## config.mk

```make
export PLATFORM = sky130hd
export DESIGN_NAME = ebsc_top
export DESIGN_NICKNAME = d
export VERILOG_FILES = /design/src/verilog/ebsc_pkg.sv /design/src/verilog/ebsc_clkdiv.sv /design/src/verilog/ebsc_top.sv
export SDC_FILE = /design/constraint.sdc
export NUM_CORES = 1
export LEC_CHECK = 0
export BUFFER_PORTS_ARGS = -buffer_cell sky130_fd_sc_hd__clkbuf_2
export CORE_MARGIN = 2
export CORE_UTILIZATION = 45
export DETAILED_ROUTE_END_ITERATION = 8
export GPL_TIMING_DRIVEN = 0
export PLACE_DENSITY = 0.79
export SYNTH_ARGS = -nofsm -noshare
export SYNTH_HDL_FRONTEND = slang
export SYNTH_SLANG_ARGS = --single-unit
```

## constraint.sdc

```tcl
create_clock -name ref_clk -period 4.4 [get_ports ref_clk]
set_input_delay 0.22 -clock ref_clk [delete_from_list [all_inputs] [get_ports ref_clk]]
set_output_delay 0.22 -clock ref_clk [all_outputs]
set_load 0.03 [all_outputs]
```

## src/verilog/ebsc_pkg.sv

```systemverilog
// Package for the external bus signal control block.
// Holds pin-group carriers, bus states, memory map limits and counts.
package ebsc_pkg;

  // Address map: partitions steered by the latched access select, then the upper space that is always external
  localparam logic [15:0] EBSC_SP_LO = 16'h0000;
  localparam logic [15:0] EBSC_SP_HI = 16'h00ff;
  localparam logic [15:0] EBSC_PM_LO = 16'h2000;
  localparam logic [15:0] EBSC_PM_HI = 16'h7fff;
  localparam logic [15:0] EBSC_EXT_LO = 16'h8000;

  // Reset values of pins and registers
  localparam logic [7:0] EBSC_PORT_RST = 8'hff;
  localparam logic EBSC_STROBE_ADV_RST = 1'b1;
  localparam logic EBSC_CLOCK_OUTPUT_RST = 1'b0;

  // Cycle counts per bus phase (clock cycles)
  localparam logic [1:0] EBSC_ADDR_CYC = 2'h2;
  localparam logic [1:0] EBSC_DATA_CYC = 2'h2;
  localparam logic [1:0] EBSC_CYC_ONE = 2'h1;

  // Bus controller states
  typedef enum logic [1:0] {
    EBSC_IDLE,
    EBSC_ADDR,
    EBSC_DATA,
    EBSC_DONE
  } ebsc_state_t;

  // Access request from the core
  typedef struct packed {
    logic valid;
    logic write;
    logic wide;
    logic [15:0] addr;
    logic [15:0] wdata;
  } ebsc_req_t;

  // Two-signal view of the shared address/data pins
  typedef struct packed {
    logic [15:0] dout;
    logic [15:0] oe;
  } ebsc_ad_t;

endpackage

```

## src/verilog/ebsc_clkdiv.sv

```systemverilog
// Clock output divider for the external bus signal control block.
// Assumes ref_clk is the oscillator input; output toggles every rising edge.
`timescale 1ns/100ps
module ebsc_clkdiv (
  // Clock and reset
  input wire logic ref_clk,
  input wire logic nrst,
  // Divided clock
  output logic clock_output
);
  import ebsc_pkg::*;

  logic next_clock_output;

  // Toggle each rising edge: half rate, equal high and low
  always_comb begin
    next_clock_output = ~clock_output;
  end

  always_ff @(posedge ref_clk or negedge nrst) begin
    if (!nrst) begin
      clock_output <= EBSC_CLOCK_OUTPUT_RST;
    end else begin
      clock_output <= next_clock_output;
    end
  end
endmodule

```

## src/verilog/ebsc_top.sv

```systemverilog
// External bus signal control: multiplexed address/data bus sequencing,
// shared strobe pin, general port fallback, clock output, access select.
// Assumes the core presents one request at a time and waits for done.
// Operation
// - Address phase drives all sixteen address bits on shared lines.
// - Data phase moves eight or sixteen bits per bus and access width.
// - Address valid asserts only for external accesses.
// - Address valid low whole cycle, high right when cycle completes.
// - Latch strobe only in external cycles, marking start and address.
// - Valid and latch strobes share one pin, else general port bit.
// - Low byte doubles as port three, high byte as port four.
// - Clock output is exactly half the oscillator frequency.
// - Clock output has equal high and low times.
// - Special and program partitions go internal if select high.
// - Other locations route regardless of the select level.
// - Select captured only at reset release; later changes ignored.
`timescale 1ns/100ps
module ebsc_top (
  // Clock and reset
  input wire logic ref_clk,
  input wire logic nrst,
  // Core request and answer
  input wire ebsc_pkg::ebsc_req_t req,
  output logic req_ready,
  output logic done,
  output logic done_internal,
  output logic [15:0] rdata,
  // Configuration
  input wire logic bus_wide,
  input wire logic strobe_is_ale,
  input wire logic port_five_sel,
  input wire logic [7:0] port_three_bits,
  input wire logic [7:0] port_four_bits,
  input wire logic port_five_bit_zero,
  // Access select strap
  input wire logic ext_access_select_n,
  // Shared address/data pins
  input wire logic [15:0] addr_data_in,
  output logic [15:0] addr_data_lines,
  output logic [15:0] addr_data_oe,
  // Strobe pin and clock pin
  output logic strobe_pin,
  output logic clock_output
);
  import ebsc_pkg::*;

  // Decide whether an address leaves the chip
  function automatic logic is_external(input logic [15:0] a,
                                       input logic sel_high);
    logic part;
    part = (a >= EBSC_SP_LO && a <= EBSC_SP_HI) ||
           (a >= EBSC_PM_LO && a <= EBSC_PM_HI);
    if (part) begin
      is_external = !sel_high;
    end else begin
      is_external = (a >= EBSC_EXT_LO);
    end
  endfunction

  ebsc_state_t state;
  ebsc_state_t next_state;
  logic [1:0] cnt;
  logic [1:0] next_cnt;
  ebsc_req_t cur;
  ebsc_req_t next_cur;
  logic ea_high;
  logic next_ea_high;
  logic ea_taken;
  logic next_ea_taken;
  logic addr_valid_n;
  logic next_addr_valid_n;
  logic ale;
  logic next_ale;
  ebsc_ad_t ad;
  ebsc_ad_t next_ad;
  logic [15:0] next_rdata;
  logic next_done;
  logic next_done_internal;
  logic strobe;
  logic next_strobe;

  // Access select captured once, on the first edge after reset release
  always_comb begin
    next_ea_taken = 1'b1;
    next_ea_high = ea_high;
    if (!ea_taken) begin
      next_ea_high = ext_access_select_n;
    end
  end

  always_ff @(posedge ref_clk or negedge nrst) begin
    if (!nrst) begin
      ea_taken <= 1'b0;
      ea_high <= 1'b1;
    end else begin
      ea_taken <= next_ea_taken;
      ea_high <= next_ea_high;
    end
  end

  assign req_ready = (state == EBSC_IDLE) && ea_taken;

  // Bus sequencer
  always_comb begin
    next_state = state;
    next_cnt = cnt;
    next_cur = cur;
    next_addr_valid_n = 1'b1;
    next_ale = 1'b0;
    next_ad.dout = {port_four_bits, port_three_bits};
    next_ad.oe = 16'hffff;
    next_rdata = rdata;
    next_done = 1'b0;
    next_done_internal = 1'b0;
    unique case (state)
      EBSC_IDLE: begin
        if (req.valid && req_ready) begin
          if (is_external(req.addr, ea_high)) begin
            next_cur = req;
            next_state = EBSC_ADDR;
            next_cnt = EBSC_ADDR_CYC;
            next_addr_valid_n = 1'b0;
            next_ale = 1'b1;
            next_ad.dout = req.addr;
            next_ad.oe = 16'hffff;
          end else begin
            next_done_internal = 1'b1;
          end
        end
      end
      EBSC_ADDR: begin
        next_addr_valid_n = 1'b0;
        next_ad.dout = cur.addr;
        next_ale = (cnt != EBSC_CYC_ONE);
        next_cnt = cnt - EBSC_CYC_ONE;
        if (cnt == EBSC_CYC_ONE) begin
          next_state = EBSC_DATA;
          next_cnt = EBSC_DATA_CYC;
          next_ad.dout = cur.wdata;
          next_ad.oe = cur.write ? 16'hffff : 16'h0000;
          if (!(bus_wide && cur.wide)) begin
            next_ad.oe[15:8] = 8'h00;
          end
        end
      end
      EBSC_DATA: begin
        next_addr_valid_n = 1'b0;
        next_ad = ad;
        next_cnt = cnt - EBSC_CYC_ONE;
        if (cnt == EBSC_CYC_ONE) begin
          next_state = EBSC_DONE;
          next_addr_valid_n = 1'b1;
          next_ad.dout = {port_four_bits, port_three_bits};
          next_ad.oe = 16'hffff;
          next_done = 1'b1;
          if (!cur.write) begin
            next_rdata = (bus_wide && cur.wide) ? addr_data_in :
                         {8'h00, addr_data_in[7:0]};
          end
        end
      end
      EBSC_DONE: begin
        next_state = EBSC_IDLE;
      end
      default: begin
        next_state = EBSC_IDLE;
      end
    endcase
  end

  always_ff @(posedge ref_clk or negedge nrst) begin
    if (!nrst) begin
      state <= EBSC_IDLE;
      cnt <= 2'h0;
      cur <= '0;
      addr_valid_n <= EBSC_STROBE_ADV_RST;
      ale <= 1'b0;
      ad.dout <= {EBSC_PORT_RST, EBSC_PORT_RST};
      ad.oe <= 16'h0000;
      rdata <= 16'h0000;
      done <= 1'b0;
      done_internal <= 1'b0;
    end else begin
      state <= next_state;
      cnt <= next_cnt;
      cur <= next_cur;
      addr_valid_n <= next_addr_valid_n;
      ale <= next_ale;
      ad <= next_ad;
      rdata <= next_rdata;
      done <= next_done;
      done_internal <= next_done_internal;
    end
  end

  // Shared strobe pin: valid, latch enable or port bit
  always_comb begin
    if (port_five_sel) begin
      next_strobe = port_five_bit_zero;
    end else if (strobe_is_ale) begin
      next_strobe = next_ale;
    end else begin
      next_strobe = next_addr_valid_n;
    end
  end

  always_ff @(posedge ref_clk or negedge nrst) begin
    if (!nrst) begin
      strobe <= EBSC_STROBE_ADV_RST;
    end else begin
      strobe <= next_strobe;
    end
  end

  assign strobe_pin = strobe;
  assign addr_data_lines = ad.dout;
  assign addr_data_oe = ad.oe;

  ebsc_clkdiv u_clkdiv (
    .ref_clk(ref_clk),
    .nrst(nrst),
    .clock_output(clock_output)
  );
endmodule

```

==> results.md <==
* Status: complete, no violations
* #FFs+latches synth at 78
* Lkg Pwr at 2.32 nW
* Maximum VDD drop at 0.274 mV
* Antenna cells at 0
* Worst Setup Start Kind: flip-flop
* Hold_sp: req[13]
* CTS max path bufs at 2
* Max-cap violations at 0
* ANT nets after route at 0
* Core ar. at 8130 um^2
* Initial antenna violation count at 0
* Nets at 587
* Total negative slack at 0 ns
* GRT Util Overall at 23.5%
* WS Path Type: flip-flop to flip-flop
* DR pass1 iterations at 4
* Share of post-route cells with drive strength above 1 at 39.6%
* Clock sinks at 78
* Site Rows at 33
* CP arrival at 2.71 ns
* CTS Buf Count at 9
* Most frequent cells in the layout: 125 x clkbuf_2, 60 x dfrtp_1, 38 x nor2_1
* Yosys warnings at 0
* CP max-delay cell: clkbuf_1
* Crit end category: flip-flop
* Cells after synthesis at 368
* CTS tree: yes
* Vias/cell at 5.44
* Worst skew pair latency at 0.36 ns
* HPWL after detailed placement at 7.73 mm
* I/O Pins at 127
* Wire length of the first global-routing pass at 16.2 mm
* Reg2Reg Setup Slack at 1.97 ns
* Rel. slew slack at 63.2%
* CTS Hold Buffers Added at 1
* Final period utilization at 55.3%
* Fmax achieved at 411 MHz
* Grt total ovfl at 0
* Worst slew pin tran at 0.553 ns
* Area of the multi-input gates at 1520 um^2
* Final Wtd Congestion at 0.875
* Yosys top cell by area: dfrtp_1
* Initial core utilization at 46.1%
* Final setup fails at 0
* WL final at 10.3 mm
* Vias in the first global route at 3,340
* Most frequent CP cell: clkbuf_1
* Post-Layout Cell Count at 617
* Clock transition at path regs at 0.08 ns
* Worst setup path start: state[0]
* Port Buffers at 126
* Yosys cell types at 37
* Synth top area cells: dfrtp_1 40%, dfstp_2 13%, mux2_2 6.0%
* Mapped Avg Cell Area at 10.2 um^2
* Post-synth top area share at 40.1%
* Worst reg2reg startpoint: state[0]
* Dpl cells at 600
* Required time of the worst setup path at 4.67 ns
* Reg area at 1970 um^2
* Clk root buf: clkbuf_8
* Final total power at 3.55 mW
* Commonest non-fill, non-tap cell in the layout: clkbuf_2
* Post-Synthesis Net Count at 448
* Critical path peak fanout at 10
* Hold/Removal Path Class: input pin to flip-flop
* Cell Area, Synth at 3750 um^2
* Worst stage delay on the critical path at 0.49 ns
* Largest net degree at the start of global routing at 50
* Power Dens Cells at 736 nW/um^2
* Drt drc at 0
* Area grow syn2layout at 28.6%
* Post-synthesis sequential area ratio at 52.7%
* Per-cell routed wire length at 16.7 um
* Filler instances at 710
* RSZ-0062 raised after global routing: false
* Crit path cell chain: inv_1 > ha_1 > nand2b_1 > clkbuf_1 > clkbuf_1 > o211ai_1 > a31oi_1
* Count of cells resized by post-cts repair at 0
* Die Area at 9070 um^2
* Max-slew violation count at 0
* Minimum clock period after layout at 2.43 ns
* Final Hold Viols at 0
* Vias post-DR at 3,356
* Clock skew at 0.0109 ns
* Post-CTS setup buffers at 0
* Die width at 95.3 um
* H-tree levels at 3
* Die Ht at 95.3 um
* Initial detailed-routing violation count at 266
## layout make-up
| type | instances | share of cell area, % |
|---|---|---|
| clock inverter | 5 | 2.67 |
| sequential | 78 | 41.0 |
| tap | 105 | 2.73 |
| multi-input combinational | 242 | 31.6 |
| timing repair buffer | 128 | 13.9 |
| inverter | 9 | 0.701 |
| clock buffer | 11 | 2.93 |
| buffer | 39 | 4.52 |
## synthesized netlist by cell type
master and count:
o211a_1 1, inv_1 9, o211a_4 1, o32a_1 2, a31oi_1 13, a221oi_1 3
clkbuf_1 19, a22o_1 3, o211ai_1 16, a41oi_1 1, nand2b_1 3, nand3_1 16
nor2b_1 2, buf_6 2, a21o_1 1, nand2_1 34, a221o_1 1, mux2_1 10
o2111ai_1 1, o21bai_1 1, buf_1 3, dfrtp_1 60, and3_1 1, dfstp_2 18
o211ai_2 1, nor2_1 38, nor3b_1 1, conb_1 1, nor2_8 1, buf_4 15
a21oi_1 35, ha_1 6, o21ai_0 23, and2_1 3, or4_4 1, mux2_2 20
or2_2 2
## per-layer routing
layer,track usage (%),up-vias,share of wire [%]
met5,0,-,0
li1,-,1555,-
met2,41.1,157,51
met1,28.5,1627,39
met4,9.18,0,1.9
met3,4.43,17,7.5
## cells by family after synthesis
kind of cell | after synthesis | share of synthesized area (%)
and+or+nand+nor | 102 | 12.2
other | 1 | 0.100
DFF | 78 | 52.7
AOI/OAI and AO/OA | 103 | 17.3
muxes | 30 | 9.02
adders and majority gates | 6 | 2.00
buffers and inverters | 48 | 6.71
## critical path: cells and delay by family, from the launching register on
kind / cells / cell delay (ns)
flops: 1 / 0.43
buf+inv: 3 / 1.02
compound gates: 2 / 0.45
fa+ha+maj: 1 / 0.31
simple gates: 1 / 0.14
## per-stage QoR
stage / instance area [um^2] / setup WS, ns / util (%) / hold WS (ns)
detailed placement: 4540 / 2.05 / 55.8 / 0.216
CTS: 4820 / 2.00 / 59.3 / 0.0743
global route: 4820 / 1.74 / 59.3 / 0.0804
floorplan: 3750 / 2.61 / - / -0.0756
global placement: 4510 / 2.14 / 55.4 / 0.406
finish: 4820 / 1.97 / 59.3 / 0.0742
## flip-flops by register name, summed over array words and instances (netlist names), 2 cells and up
name,count
addr_data_oe,2
cur,34
cnt,2
state,2
addr_data_lines,16
rdata,16
## power breakdown
group	internal, mW	switching, mW	total, mW
Clock	0.452	0.260	0.712
Combinational	0.555	0.979	1.53
Sequential	1.11	0.195	1.30
Total	2.11	1.43	3.55
## final timing paths
kind                                         end  cells past startpoint
setup reg to reg              addr_data_lines[4]                      7
min in group asynchronous          done_internal                      2
hold / removal                           cur[13]                      2
max in group asynchronous    addr_data_lines[15]                      3
hold reg to reg            u_clkdiv.clock_output                      1
setup / recovery              addr_data_lines[4]                      7
No activity file was read; power rests on OpenSTA's default activity.
